`src/txb_pkg.sv`:
```
// Shared constants for the transmit buffer and interrupt controller and its host end.
// Assumes a single core clock at 10 MHz on both ends and a four-wire serial link.
//
// Functional notes
// - Mode field value 01 selects transmit.
// - Bit period from range, limit, extension fields.
// - Keying select picks amplitude or frequency keying.
// - Pattern mode sends buffer bits as NRZ.
// - Start-up with synthesizer until lock reported.
// - Buffer writes accepted in start-up and active.
// - Send automatically when buffered, MSB first.
// - Host refills buffer at the sending rate.
// - Pending counter counts loads up, sends down.
// - Interrupt when counting down hits threshold.
// - Control writes flush buffer and counter.
// - Transparent mode keys from serial input level.
// - Manchester one rises, zero falls.
// - NRZ one high or on, zero low or off.
// - Interrupt output high on any enabled condition.
// - Status changes interrupt; status read clears.
// - Threshold interrupt cleared by writes or delete.
// - Receive count threshold or error interrupts.
// - Bit-check success interrupts only without pattern.
// - Receive interrupts cleared by read, write, delete.
// - No receive threshold or error interrupts while host reads buffer; bit-check success still interrupts.
// - Host reads status first, then services buffer.
`default_nettype none
package txb_pkg;
    // Serial frame: command byte {cmd, index, 2'b00} then one data byte.
    localparam int       FRAME_BITS    = 16;
    localparam logic [2:0] CMD_WR_CTRL = 3'h1;
    localparam logic [2:0] CMD_WR_BUF  = 3'h2;
    localparam logic [2:0] CMD_RD_STAT = 3'h3;
    localparam logic [2:0] CMD_RD_CNT  = 3'h4;
    localparam logic [2:0] CMD_DEL_IRQ = 3'h5;
    localparam logic [2:0] CMD_RD_BUF  = 3'h6;
    // Control register indices.
    localparam logic [2:0] CR1_IDX = 3'h1;
    localparam logic [2:0] CR4_IDX = 3'h4;
    localparam logic [2:0] CR5_IDX = 3'h5;
    localparam logic [2:0] CR6_IDX = 3'h6;
    // Control register 1 fields.
    localparam int MODE_LO_POS  = 0;
    localparam int THR_LO_POS   = 2;
    localparam int PATTERN_POS  = 4;
    localparam int TRANSP_POS   = 5;
    localparam logic [1:0] MODE_TX = 2'h1;
    localparam logic [1:0] THR_EMPTY_SEL = 2'h3;
    // Control register 4, 5, 6 fields.
    localparam int ASK_POS      = 0;
    localparam int EXTENDED_LIMIT_SELECT_POS     = 1;
    localparam int LIM_W        = 6;
    localparam int RANGE_W      = 2;
    localparam logic [7:0] CR_RESET = 8'h00;
    // Buffer and threshold figures.
    localparam int BUF_DEPTH = 16;
    localparam logic [4:0] THR_4  = 5'h04;
    localparam logic [4:0] THR_8  = 5'h08;
    localparam logic [4:0] THR_12 = 5'h0c;
    localparam logic [4:0] THR_0  = 5'h00;
    // Host side Avalon word offsets (byte addresses).
    localparam logic [3:0] AV_CMD  = 4'h0;
    localparam logic [3:0] AV_CTRL = 4'h4;
    localparam logic [3:0] AV_STAT = 4'h8;
    // Host serial clock half period in core clocks.
    localparam int SCK_HALF_CYC = 8;
endpackage
`default_nettype wire

```
`src/txb_link_if.sv`:
```
// Four-wire serial link plus interrupt line between host and transceiver logic.
// Assumes both ends run on the same core clock; the data-out pin resolves to low when undriven.
`default_nettype none
interface txb_link_if;
    logic sck;
    logic sel_b;
    logic sdi;
    logic sdo_out;
    logic sdo_oe;
    logic irq;
    wire  sdo;

    // Pin level of the device data output, pulled low when released.
    assign sdo = sdo_oe ? sdo_out : 1'b0;

    modport device (input sck, input sel_b, input sdi, output sdo_out, output sdo_oe, output irq);
    modport host   (output sck, output sel_b, output sdi, input sdo, input irq);
endinterface
`default_nettype wire

```
`src/txb_device.sv`:
```
// Transceiver transmit control: mode sequencing, byte buffer, serialiser and interrupt line.
// Assumes link pins arrive asynchronously and are synchronised here; receive events come from same-clock logic.
`default_nettype none
module txb_device
    import txb_pkg::*;
#(
    parameter int ST_W  = 4,
    parameter int DEPTH = BUF_DEPTH
) (
    input  wire logic            core_clk,
    input  wire logic            rst_b,
    txb_link_if.device           link,
    input  wire logic            pll_lock,
    input  wire logic [ST_W-1:0] state_status_bits,
    input  wire logic            power_up_flag,
    input  wire logic            aux_power_flag,
    input  wire logic            rx_byte_valid,
    input  wire logic [7:0]      rx_byte,
    input  wire logic            rx_error,
    input  wire logic            bitcheck_ok,
    output logic                 synth_en,
    output logic                 tx_active,
    output logic                 carrier_on,
    output logic                 fsk_high
);
    localparam int AW   = $clog2(DEPTH);
    localparam int SY_W = ST_W + 6;
    // Synchroniser reset pattern: frame select rests high so no false frame follows reset.
    localparam logic [SY_W-1:0] SY_IDLE = SY_W'(1) << (ST_W + 4);

    typedef enum logic [1:0] {
        TXB_IDLE  = 2'b00,
        TXB_START = 2'b01,
        TXB_ACT   = 2'b10
    } txb_mode_e;

    // Threshold selector to byte count; the empty choice only applies while sending.
    function automatic logic [4:0] txb_thr(input logic [1:0] sel);
        case (sel)
            2'h0:    txb_thr = THR_4;
            2'h1:    txb_thr = THR_8;
            2'h2:    txb_thr = THR_12;
            default: txb_thr = THR_0;
        endcase
    endfunction

    logic [SY_W-1:0] sy1_q;
    logic [SY_W-1:0] sy2_q;
    logic [SY_W-1:0] sy3_q;
    logic [4:0]      bit_cnt_q;
    logic [6:0]      in_sh_q;
    logic [2:0]      cmd_q;
    logic [2:0]      idx_q;
    logic [7:0]      out_sh_q;
    logic            sdo_oe_q;
    logic            rd_frame_q;
    logic [7:0]      cr1_q;
    logic [7:0]      cr4_q;
    logic [7:0]      cr5_q;
    logic [7:0]      cr6_q;
    txb_mode_e       mode_q;
    txb_mode_e       mode_d;
    logic [7:0]      mem [DEPTH];
    logic [AW-1:0]   wr_ptr_q;
    logic [AW-1:0]   rd_ptr_q;
    logic [AW:0]     cnt_q;
    logic            busy_q;
    logic [7:0]      sh_q;
    logic [2:0]      bit_i_q;
    logic            half_q;
    logic [11:0]     tmr_q;
    logic            stat_irq_q;
    logic            tx_irq_q;
    logic            rx_irq_q;
    logic            irq_q;
    logic            synth_en_q;
    logic            tx_active_q;
    logic            carrier_q;
    logic            fsk_q;

    // Three-flop synchronisers; only the second and third stages feed logic.
    always_ff @(posedge core_clk) begin
        if (!rst_b) begin
            sy1_q <= SY_IDLE;
            sy2_q <= SY_IDLE;
            sy3_q <= SY_IDLE;
        end else begin
            sy1_q <= {link.sck, link.sel_b, link.sdi, pll_lock, power_up_flag, aux_power_flag, state_status_bits};
            sy2_q <= sy1_q;
            sy3_q <= sy2_q;
        end
    end

    wire            sck_s     = sy2_q[ST_W+5];
    wire            sel_b_s   = sy2_q[ST_W+4];
    wire            sdi_s     = sy2_q[ST_W+3];
    wire            lock_s    = sy2_q[ST_W+2];
    wire            pwr_rise  = sy2_q[ST_W+1] & ~sy3_q[ST_W+1];
    wire            aux_rise  = sy2_q[ST_W] & ~sy3_q[ST_W];
    wire            st_change = sy2_q[ST_W-1:0] != sy3_q[ST_W-1:0];
    wire            sck_rise  = sck_s & ~sy3_q[ST_W+5] & ~sel_b_s;
    wire            sck_fall  = ~sck_s & sy3_q[ST_W+5] & ~sel_b_s;
    wire [7:0]      rx_word   = {in_sh_q, sdi_s};
    wire            byte1     = sck_rise && bit_cnt_q == 5'd7;
    wire            frame_end = sck_rise && bit_cnt_q == 5'(FRAME_BITS - 1);
    wire [2:0]      cmd_now   = rx_word[7:5];

    // Control fields.
    wire [1:0]      mode_sel  = cr1_q[MODE_LO_POS+1:MODE_LO_POS];
    wire [1:0]      thr_sel   = cr1_q[THR_LO_POS+1:THR_LO_POS];
    wire            pattern   = cr1_q[PATTERN_POS];
    wire            transp    = cr1_q[TRANSP_POS];
    wire            ask       = cr4_q[ASK_POS];
    wire            extended_limit_select      = cr4_q[EXTENDED_LIMIT_SELECT_POS];
    wire [LIM_W-1:0]   lim    = cr5_q[LIM_W-1:0];
    wire [RANGE_W-1:0] range  = cr6_q[RANGE_W-1:0];

    // Decoded link operations.
    wire idx_ok   = idx_q == CR1_IDX || idx_q == CR4_IDX || idx_q == CR5_IDX || idx_q == CR6_IDX;
    wire ctrl_wr  = frame_end && cmd_q == CMD_WR_CTRL && idx_ok;
    wire buf_wr   = frame_end && cmd_q == CMD_WR_BUF && !transp;
    wire stat_rd  = byte1 && cmd_now == CMD_RD_STAT;
    wire del_irq  = byte1 && cmd_now == CMD_DEL_IRQ;
    wire buf_rd   = byte1 && cmd_now == CMD_RD_BUF && cnt_q != '0;
    wire full     = cnt_q == (AW+1)'(DEPTH);
    wire push     = (buf_wr || rx_byte_valid) && !full && !ctrl_wr;
    wire tx_load  = mode_q == TXB_ACT && !busy_q && cnt_q != '0 && !transp && !ctrl_wr && !buf_rd;
    wire pop      = (buf_rd || tx_load) && !ctrl_wr;
    wire [AW:0] cnt_next = cnt_q + (AW+1)'(push) - (AW+1)'(pop);
    wire [7:0] stat_byte = 8'({sy2_q[ST_W], sy2_q[ST_W+1], sy2_q[ST_W-1:0]});
    wire [7:0] rd_byte   = cmd_now == CMD_RD_STAT ? stat_byte :
                           cmd_now == CMD_RD_CNT  ? 8'(cnt_q) :
                           cmd_now == CMD_RD_BUF  ? mem[rd_ptr_q] : 8'h00;

    // half-bit time from range, limit and extension
    wire [11:0] half_cyc = ((12'(lim) + 12'h001) << range) << extended_limit_select;
    wire        tick     = tmr_q == 12'h000;

    // Serial frame reception, read data shifting and control registers.
    always_ff @(posedge core_clk) begin
        if (!rst_b) begin
            bit_cnt_q  <= '0;
            in_sh_q    <= '0;
            cmd_q      <= '0;
            idx_q      <= '0;
            out_sh_q   <= '0;
            sdo_oe_q   <= 1'b0;
            rd_frame_q <= 1'b0;
            cr1_q      <= CR_RESET;
            cr4_q      <= CR_RESET;
            cr5_q      <= CR_RESET;
            cr6_q      <= CR_RESET;
        end else begin
            sdo_oe_q <= !sel_b_s;
            if (sel_b_s) begin
                bit_cnt_q  <= '0;
                rd_frame_q <= 1'b0;
            end else if (sck_rise) begin
                bit_cnt_q <= bit_cnt_q + 5'd1;
                in_sh_q   <= rx_word[6:0];
            end
            if (byte1) begin
                cmd_q      <= cmd_now;
                idx_q      <= rx_word[4:2];
                out_sh_q   <= rd_byte;
                rd_frame_q <= cmd_now == CMD_RD_BUF;
            end else if (sck_fall && bit_cnt_q > 5'd8) begin
                out_sh_q <= {out_sh_q[6:0], 1'b0};
            end
            if (ctrl_wr && idx_q == CR1_IDX) cr1_q <= rx_word;
            if (ctrl_wr && idx_q == CR4_IDX) cr4_q <= rx_word;
            if (ctrl_wr && idx_q == CR5_IDX) cr5_q <= rx_word;
            if (ctrl_wr && idx_q == CR6_IDX) cr6_q <= rx_word;
        end
    end

    always_comb begin
        mode_d = mode_q;
        case (mode_q)
            TXB_IDLE:  if (mode_sel == MODE_TX) mode_d = TXB_START;
            TXB_START: if (lock_s) mode_d = TXB_ACT;
            TXB_ACT:   mode_d = TXB_ACT;
            default:   mode_d = TXB_IDLE;
        endcase
        if (mode_sel != MODE_TX) mode_d = TXB_IDLE;
    end

    // Buffer storage; contents need no reset.
    always_ff @(posedge core_clk) begin
        if (push) mem[wr_ptr_q] <= buf_wr ? rx_word : rx_byte;
    end

    always_ff @(posedge core_clk) begin
        if (!rst_b || ctrl_wr) begin
            wr_ptr_q <= '0;
            rd_ptr_q <= '0;
            cnt_q    <= '0;
        end else begin
            if (push) wr_ptr_q <= wr_ptr_q + AW'(1);
            if (pop)  rd_ptr_q <= rd_ptr_q + AW'(1);
            cnt_q <= cnt_next;
        end
    end

    // byte serialiser, MSB first, two half-bit slots per bit
    always_ff @(posedge core_clk) begin
        if (!rst_b || ctrl_wr) begin
            mode_q  <= TXB_IDLE;
            busy_q  <= 1'b0;
            sh_q    <= '0;
            bit_i_q <= '0;
            half_q  <= 1'b0;
            tmr_q   <= '0;
        end else begin
            mode_q <= (ctrl_wr) ? TXB_IDLE : mode_d;
            if (tx_load) begin
                busy_q  <= 1'b1;
                sh_q    <= mem[rd_ptr_q];
                bit_i_q <= '0;
                half_q  <= 1'b0;
                tmr_q   <= half_cyc;
            end else if (busy_q && tick) begin
                tmr_q  <= half_cyc;
                half_q <= !half_q;
                if (half_q) begin
                    sh_q    <= {sh_q[6:0], 1'b0};
                    bit_i_q <= bit_i_q + 3'd1;
                    busy_q  <= bit_i_q != 3'd7;
                end
            end else if (busy_q) begin
                tmr_q <= tmr_q - 12'h001;
            end
        end
    end

    wire level = transp ? sdi_s : (pattern ? sh_q[7] : (sh_q[7] ^ ~half_q));
    wire keyed = mode_q == TXB_ACT && (transp || busy_q);

    always_ff @(posedge core_clk) begin
        if (!rst_b) begin
            synth_en_q  <= 1'b0;
            tx_active_q <= 1'b0;
            carrier_q   <= 1'b0;
            fsk_q       <= 1'b0;
        end else begin
            synth_en_q  <= mode_q != TXB_IDLE;
            tx_active_q <= mode_q == TXB_ACT;
            carrier_q   <= keyed && (ask ? level : 1'b1);
            fsk_q       <= keyed && !ask && level;
        end
    end

    // Interrupt source terms; set wins over clear.
    wire rx_mode  = !transp && mode_sel != MODE_TX;
    wire rx_thr   = rx_byte_valid && push && rx_mode && thr_sel != THR_EMPTY_SEL && cnt_next == txb_thr(thr_sel);
    wire tx_set   = tx_load && !push && !transp && cnt_next == txb_thr(thr_sel);
    wire rx_set   = (!rd_frame_q && (rx_thr || (rx_error && rx_mode))) || (bitcheck_ok && !pattern);
    wire stat_set = st_change || pwr_rise || aux_rise;

    always_ff @(posedge core_clk) begin
        if (!rst_b) begin
            stat_irq_q <= 1'b0;
            tx_irq_q   <= 1'b0;
            rx_irq_q   <= 1'b0;
            irq_q      <= 1'b0;
        end else begin
            stat_irq_q <= stat_set || (stat_irq_q && !(stat_rd || del_irq));
            tx_irq_q   <= tx_set || (tx_irq_q && !(buf_wr || ctrl_wr || del_irq));
            rx_irq_q   <= rx_set || (rx_irq_q && !(buf_rd || ctrl_wr || del_irq));
            irq_q      <= stat_irq_q || tx_irq_q || rx_irq_q;
        end
    end

    assign link.sdo_out = out_sh_q[7];
    assign link.sdo_oe  = sdo_oe_q;
    assign link.irq     = irq_q;
    assign synth_en     = synth_en_q;
    assign tx_active    = tx_active_q;
    assign carrier_on   = carrier_q;
    assign fsk_high     = fsk_q;
endmodule
`default_nettype wire

```
`src/flat_wrapper.sv`:
```
// flat-port wrapper written by rule: the top's interface ports become plain ports
module txb_device_flat import txb_pkg::*;
#(
    parameter int ST_W  = 4,
    parameter int DEPTH = BUF_DEPTH
)
  (core_clk, rst_b, pll_lock, state_status_bits, power_up_flag, aux_power_flag, rx_byte_valid, rx_byte, rx_error, bitcheck_ok, synth_en, tx_active, carrier_on, fsk_high, link_sck, link_sel_b, link_sdi, link_sdo_out, link_sdo_oe, link_irq);
  txb_link_if link_i ();
  input  wire logic core_clk;
  input  wire logic rst_b;
  input  wire logic pll_lock;
  input  wire logic [ST_W-1:0] state_status_bits;
  input  wire logic power_up_flag;
  input  wire logic aux_power_flag;
  input  wire logic rx_byte_valid;
  input  wire logic [7:0] rx_byte;
  input  wire logic rx_error;
  input  wire logic bitcheck_ok;
  output logic synth_en;
  output logic tx_active;
  output logic carrier_on;
  output logic fsk_high;
  input wire logic [$bits(link_i.sck)-1:0] link_sck;
  input wire logic [$bits(link_i.sel_b)-1:0] link_sel_b;
  input wire logic [$bits(link_i.sdi)-1:0] link_sdi;
  output wire logic [$bits(link_i.sdo_out)-1:0] link_sdo_out;
  output wire logic [$bits(link_i.sdo_oe)-1:0] link_sdo_oe;
  output wire logic [$bits(link_i.irq)-1:0] link_irq;
  assign link_i.sck = link_sck;
  assign link_i.sel_b = link_sel_b;
  assign link_i.sdi = link_sdi;
  assign link_sdo_out = link_i.sdo_out;
  assign link_sdo_oe = link_i.sdo_oe;
  assign link_irq = link_i.irq;
  txb_device #(.ST_W(ST_W), .DEPTH(DEPTH)) u_core (.core_clk(core_clk), .rst_b(rst_b), .link(link_i), .pll_lock(pll_lock), .state_status_bits(state_status_bits), .power_up_flag(power_up_flag), .aux_power_flag(aux_power_flag), .rx_byte_valid(rx_byte_valid), .rx_byte(rx_byte), .rx_error(rx_error), .bitcheck_ok(bitcheck_ok), .synth_en(synth_en), .tx_active(tx_active), .carrier_on(carrier_on), .fsk_high(fsk_high));
endmodule
```
`config.mk`:
```
export PLATFORM = sky130hd
export DESIGN_NAME = txb_device_flat
export DESIGN_NICKNAME = d
export VERILOG_FILES = /design/src/txb_pkg.sv /design/src/txb_link_if.sv /design/src/txb_device.sv /design/src/flat_wrapper.sv
export SDC_FILE = /design/constraint.sdc
export NUM_CORES = 1
export LEC_CHECK = 0
export BUFFER_PORTS_ARGS = -buffer_cell sky130_fd_sc_hd__buf_2
export CAP_MARGIN = 20
export CORE_UTILIZATION = 40
export CTS_BUF_LIST = sky130_fd_sc_hd__clkbuf_8
export CTS_CLUSTER_DIAMETER = 100
export DETAILED_ROUTE_END_ITERATION = 7
export PLACE_DENSITY = 0.65
export SYNTH_ARGS = -nofsm -noshare
export SYNTH_HDL_FRONTEND = slang
export SYNTH_SLANG_ARGS = --single-unit
```
`constraint.sdc`:
```
create_clock -name core_clk -period 3.9 [get_ports core_clk]
set_input_delay 0.195 -clock core_clk [delete_from_list [all_inputs] [get_ports core_clk]]
set_output_delay 0.195 -clock core_clk [all_outputs]
set_load 0.005 [all_outputs]
```
* After elaboration in Yosys (flattened, before gate mapping) *
Memories as Yosys holds them, arrays and structs flattened. A register that Yosys moved wholly into a read port is not among the register bits.
Cells that the tools add are included.
Widths: inputs -> output; s select.

cells by class
  add/sub/neg operators = 8
  $lt $le $gt $ge = 1
  eq/ne operators = 25
  shifts and indexed selects = 2
  muxes and demuxes = 28
  bitwise gates (word level) = 14
  reductions and logical operators = 95

operators by type and width
  operator               count
  $mux 8                 9
  $logic_and 1x1->1      42
  $mux 12                3
  $logic_or 1x1->1       21
  $eq 3x3->1 const B     6
  $logic_not 1->1        15
  $logic_not 12->1       1
  $pmux 4 s3             1
  $shl 12x1->12          1
  $shl 7x2->12           1
  $sub 12x1->12 const B  1
  $mux 1                 10
  $reduce_bool 2->1      5
  $add 4x1->4 const B    2
  $mux 4                 2
  $reduce_and 2->1       4
  $add 6x1->7 const B    1
  $not 1->1              7
  $and 1x1->1            6
  $eq 2x1->1 const B     3
  $eq 3x1->1 const B     2
  $eq 3x2->1 const B     2
  $ne 2x1->1 const B     3
  $pmux 2 s3             1
  20 further kinds       24

storage, ports and cells
  bits in registers = 122
  memory bits (writable) = 128
  bits of input ports = 23
  output and inout bits = 7
  word-level logic and storage cells = 205
  memories kept = 1

memories
  name        words  width  read ports  clocked after Yosys merged registers in  write ports  RTL line          source
  u_core.mem  16     8      1           1                                        1            txb_device.sv:63  logic [7:0] mem [DEPTH];

* Longest topological paths before layout *
  depth in word-level cells = 18
  gate-level depth with buffers = 16
  mapped depth without buffers = 16

* Worst setup path before layout *
OpenSTA, ideal clock, no wires.

  path type = reg-to-reg
  from = reg u_core.bit_cnt_q[0]
  to = reg u_core.tx_irq_q
  setup time = 70 ps
  arrival = 3311 ps
  required time = 3830 ps
  setup slack = 519 ps
  stages on the path, launching flop included = 17
  path buffers = 0
  period minus slack after synthesis = 3381 ps
  path through = dfxtp_1 ha_1 and3_1 ha_1 nand4bb_1 a2111oi_4 a21oi_1 ha_1 inv_1 ha_1 fa_1 xnor2_1 xor2_1 nor3_1 nand3_1 or3_1 a21oi_1

between the ends
  cells in the longest elaborated chain, start to end = 13
  elaborated cells between the ends (all ways) = 32
  classes of those cells = add/sub (2); eq/ne (3); reduce/logical (27)

ends and longest elaborated chain
  item                             RTL line                              source
  from (decl)                      txb_device.sv:50                      logic [4:0] bit_cnt_q;
  from (signal assigned)           txb_device.sv:159                     bit_cnt_q <= bit_cnt_q + 5'd1;
  $eq 5x4->1                       txb_device.sv:105                     wire frame_end = sck_rise && bit_cnt_q == 5'(FRAME_BITS - 1);
  $logic_and 1x1->1                txb_device.sv:105
  $logic_and 1x1->1 (2 in series)  txb_device.sv:120                     wire ctrl_wr = frame_end && cmd_q == CMD_WR_CTRL && idx_ok;
  $logic_not 1->1                  txb_device.sv:127, txb_device.sv:128
  $logic_and 1x1->1 (2 in series)  txb_device.sv:127                     wire tx_load = mode_q == TXB_ACT && !busy_q && cnt_q != '0 && !transp && !ctrl_wr && !buf_rd;
  $logic_or 1x1->1                 txb_device.sv:128                     wire pop = (buf_rd || tx_load) && !ctrl_wr;
  $logic_and 1x1->1 *              txb_device.sv:128
  via u_core.pop                   txb_device.sv:128
  $sub 5x1->5 *                    txb_device.sv:129                     wire [AW:0] cnt_next = cnt_q + (AW+1)'(push) - (AW+1)'(pop);
  $eq 5x4->1 *                     txb_device.sv:256                     wire tx_set = tx_load && !push && !transp && cnt_next == txb_thr(thr_sel);
  $logic_and 1x1->1 *              txb_device.sv:256
  $logic_or 1x1->1 *               txb_device.sv:268                     tx_irq_q <= tx_set || (tx_irq_q && !(buf_wr || ctrl_wr || del_irq));
  to (signal assigned)             txb_device.sv:268
  to (decl)                        txb_device.sv:73                      logic tx_irq_q;

The timed path passes the listed nets; every way through them passes the cells marked *.
A chain may end at the register's enable or synchronous reset.

* Final worst setup path *
  from = reg u_core.cnt_q[3]
  to = reg u_core.tx_irq_q

between the ends
  cells in the longest elaborated chain, start to end = 11
  elaborated cells between the ends (all ways) = 21
  classes of those cells = add/sub (2); eq/ne (2); reduce/logical (17)

ends and longest elaborated chain
  item                             RTL line                              source
  from (decl)                      txb_device.sv:66                      logic [AW:0] cnt_q;
  from (signal assigned)           txb_device.sv:201                     cnt_q <= cnt_next;
  $reduce_bool 5->1 *              txb_device.sv:124, txb_device.sv:127
  $logic_and 1x1->1 (4 in series)  txb_device.sv:127
  $logic_or 1x1->1 *               txb_device.sv:128
  $logic_and 1x1->1 *              txb_device.sv:128
  via u_core.pop                   txb_device.sv:128
  $sub 5x1->5 *                    txb_device.sv:129
  $eq 5x4->1 *                     txb_device.sv:256
  $logic_and 1x1->1 *              txb_device.sv:256
  $logic_or 1x1->1 *               txb_device.sv:268

Marked as above.

==> run metrics <==
# rows 60; Slew headroom 32.9%; DRT Pass-1 Iters 6; Die Height 167 um; period utilization 94.6%; post-route minimum period 3.69 ns; LEAKAGE 4.32 nW; layout cells sized above 1 16.8%; DRC 0; Routed Antenna Nets 0; GR Util met2 28.4%; max_cap viols 0; layout net count 1013; CTS Buf Count 41; commonest non-fill, non-tap cell in the layout edfxtp_1; most frequent cells in the layout edfxtp_1, dfxtp_1, nand2_1; Root Buffer clkbuf_8; PortBufs 29; Initial Util 40.6%; Post-CTS Setup Bufs 0; Cells after Synth 909; power density cells 452 nW/um2; Final Cell Area 12400 um2; Post-synth top flop edfxtp_1; crit path max fanout 4; largest net degree at the start of global routing 42; WS Path Type register to register; wire per inst 17.9 um; DR vias 7240; syn_area_per_cell 12.0 um2; FF/Latch Area 6310 um2; vias in the first global route 6872; area grow syn2layout 13.9%; CP Launch Type register; io pins 30; CP peak stage delay 0.63 ns; initial antenna violation count 0; RSZ-0062 raised after global routing false; met3 Resource Use GR 3.16%; Final HPWL DP 15900 um; WP data arrival 4.16 ns; Post-DP Area 11500 um2; Max Slew Vio Count 0; Synth Net Count 957; Worst Slack Setup Final 0.212 ns; fraction of registers with async set/reset 0%; post-synthesis sequential element count 251; Hold Fails Final Rpt 0; WL final 24000 um; first-pass GRT wire length 37600 um; status complete, no violations; Slew @ Worst Pin 1.00 ns; diode count 0; Setup violations, final 0; Worst setup EP type register; multi-input logic area 4290 um2; clk buf depth 3; Peak supply drop 0.000318 V; Worst path slowest cell or4b_2; gr usage total 17.3%; Placer Congestion 0.828; Core ar. 26800 um2; clock skew 0.0154 ns; highest clock rate 271 MHz; synthesized cell area 10900 um2; YS warnings 0; Hold Path Class input pin to register; GRT overflow 0; Total Neg Setup Slack 0 ns; depth of the CTS H-tree 2; part of the Yosys area used for sequential elements 57.9%; post-synthesis cell type count 68; Clk Latency, worst-skew pair 0.54 ns; die area 27900 um2; CTS tree yes; Die W 167 um; Critical Path RT 4.37 ns; clk sinks 251; cell repeated most along the worst path ha_1; met1 Use GR 22.7%; sequence of cells on the critical path inv_1 -> ha_1 -> or4b_2 -> nand3_1 -> a21oi_1 -> ha_1 -> inv_1 -> ha_1 -> fa_1 -> xnor2_1 -> xor2_1 -> nor3_1 -> nand3_1 -> or3_1 -> a21oi_1; Post-synth EDFFs 128; Fill cells 2382; grt peak-use layer met2; vias per inst 5.41; worst slack at placement 0.244 ns; Clock transition at path regs 0.06 ns; drt first-iter violations 666
==> cell usage after synthesis (2+ instances only) <==
master | number | area, um2
nor2_1 | 80 | 300
a21o_1 | 2 | 15.0
a31o_2 | 2 | 17.5
dfxtp_1 | 123 | 2460
mux2i_1 | 30 | 300
nand3_1 | 27 | 135
o22ai_1 | 2 | 12.5
a22oi_1 | 2 | 15.0
mux4_2 | 34 | 766
and3_1 | 4 | 25.0
nor3_1 | 21 | 105
nand4b_1 | 2 | 17.5
or2_2 | 3 | 18.8
a31oi_1 | 6 | 37.5
nor4_1 | 2 | 12.5
or3_1 | 6 | 37.5
ha_1 | 24 | 300
o21a_1 | 3 | 22.5
nand2_1 | 82 | 308
clkbuf_1 | 41 | 154
and2_1 | 27 | 169
mux2_2 | 9 | 101
nand3b_1 | 2 | 15.0
a311oi_1 | 10 | 87.6
xor2_1 | 19 | 166
nand2b_1 | 14 | 87.6
a221oi_1 | 11 | 96.3
a21oi_1 | 46 | 230
o221ai_1 | 2 | 17.5
nand4_1 | 5 | 31.3
buf_2 | 8 | 40.0
a2111oi_0 | 2 | 17.5
xnor2_1 | 14 | 123
buf_1 | 3 | 11.3
nor2b_1 | 11 | 68.8
a211oi_1 | 23 | 173
o21ai_0 | 24 | 120
nor4b_1 | 2 | 17.5
inv_1 | 25 | 93.8
edfxtp_1 | 128 | 3840
==> final timing paths <==
check        slack (ns)  cells past startpoint            start              end
min reg2reg        0.41                      1  u_core.sy1_q[8]  u_core.sy2_q[8]
max reg2reg        0.21                     15  u_core.cnt_q[3]  u_core.tx_irq_q
max                0.21                     15  u_core.cnt_q[3]  u_core.tx_irq_q
min                0.07                      4    rx_byte_valid  u_core.rx_irq_q
==> repair_timing <==
item	CTS	global route
gates resized for setup	0	1
endpoints found under the setup margin	0	1
hold buffers	11	0
hold endpoints to repair	11	0
==> state kept, by name, indices dropped and copies added (netlist names), 6 cells and up, named ones only <==
signal           cells
u_core.sy2_q        10
u_core.mem         128
u_core.cr5_q         6
u_core.sy3_q         7
u_core.cr1_q         6
u_core.tmr_q        12
u_core.out_sh_q      8
u_core.sh_q          8
u_core.sy1_q        10
u_core.in_sh_q       7
==> kinds of logic (layout without fill, tap and decap cells) <==
kind of cell	Yosys count	in the layout	synth area share (%)
simple gates	300	300	13.6
flops	251	251	57.9
compound gates	148	148	9.20
buf+inv	78	167	2.79
mux	73	73	10.7
xor+xnor	34	34	2.86
fa+ha+maj	25	25	2.94
==> power by group <==
| part | internal (mW) | total [mW] | switching [mW] |
|---|---|---|---|
| logic | 0.189 | 0.436 | 0.248 |
| clock network | 1.24 | 2.28 | 1.04 |
| registers | 2.85 | 2.89 | 0.0405 |
| total | 4.28 | 5.61 | 1.32 |
==> final cells by class <==
type | instances | share of cell area (%)
timing repair buffer | 66 | 3.63
clock inverter | 29 | 1.46
clock buffer | 47 | 5.22
multi-input combinational | 580 | 34.6
inverter | 25 | 0.757
sequential | 251 | 50.9
tap | 341 | 3.44
==> per-stage QoR <==
| step | cells | hold WS [ns] | total power [mW] | util (%) |
|---|---|---|---|---|
| floorplan | 909 | 0.296 | 3.22 | - |
| global placement | 1252 | 0.383 | 3.36 | 42.7 |
| detailed placement | 1252 | 0.384 | 3.37 | 42.7 |
| CTS | 1339 | 0.0424 | 5.67 | 46.2 |
| global route | 1339 | 0.0692 | 5.82 | 46.3 |
| finish | 1339 | 0.0723 | 5.61 | 46.3 |
==> layer usage <==
metal  wire (um)  vias up
met5           0        -
met4         659        0
met3        1210       50
met2       11400      204
met1       10700     3526
li1            -     3460
==> critical path: cells and delay by family, from the launching register on <==
kind | cells | cell delay (ns)
compound gates | 2 | 0.27
xor+xnor | 2 | 0.39
fa+ha+maj | 4 | 1.10
buf+inv | 2 | 0.13
flops | 1 | 0.33
simple gates | 5 | 1.38
Power figures use the tool's default switching activity.
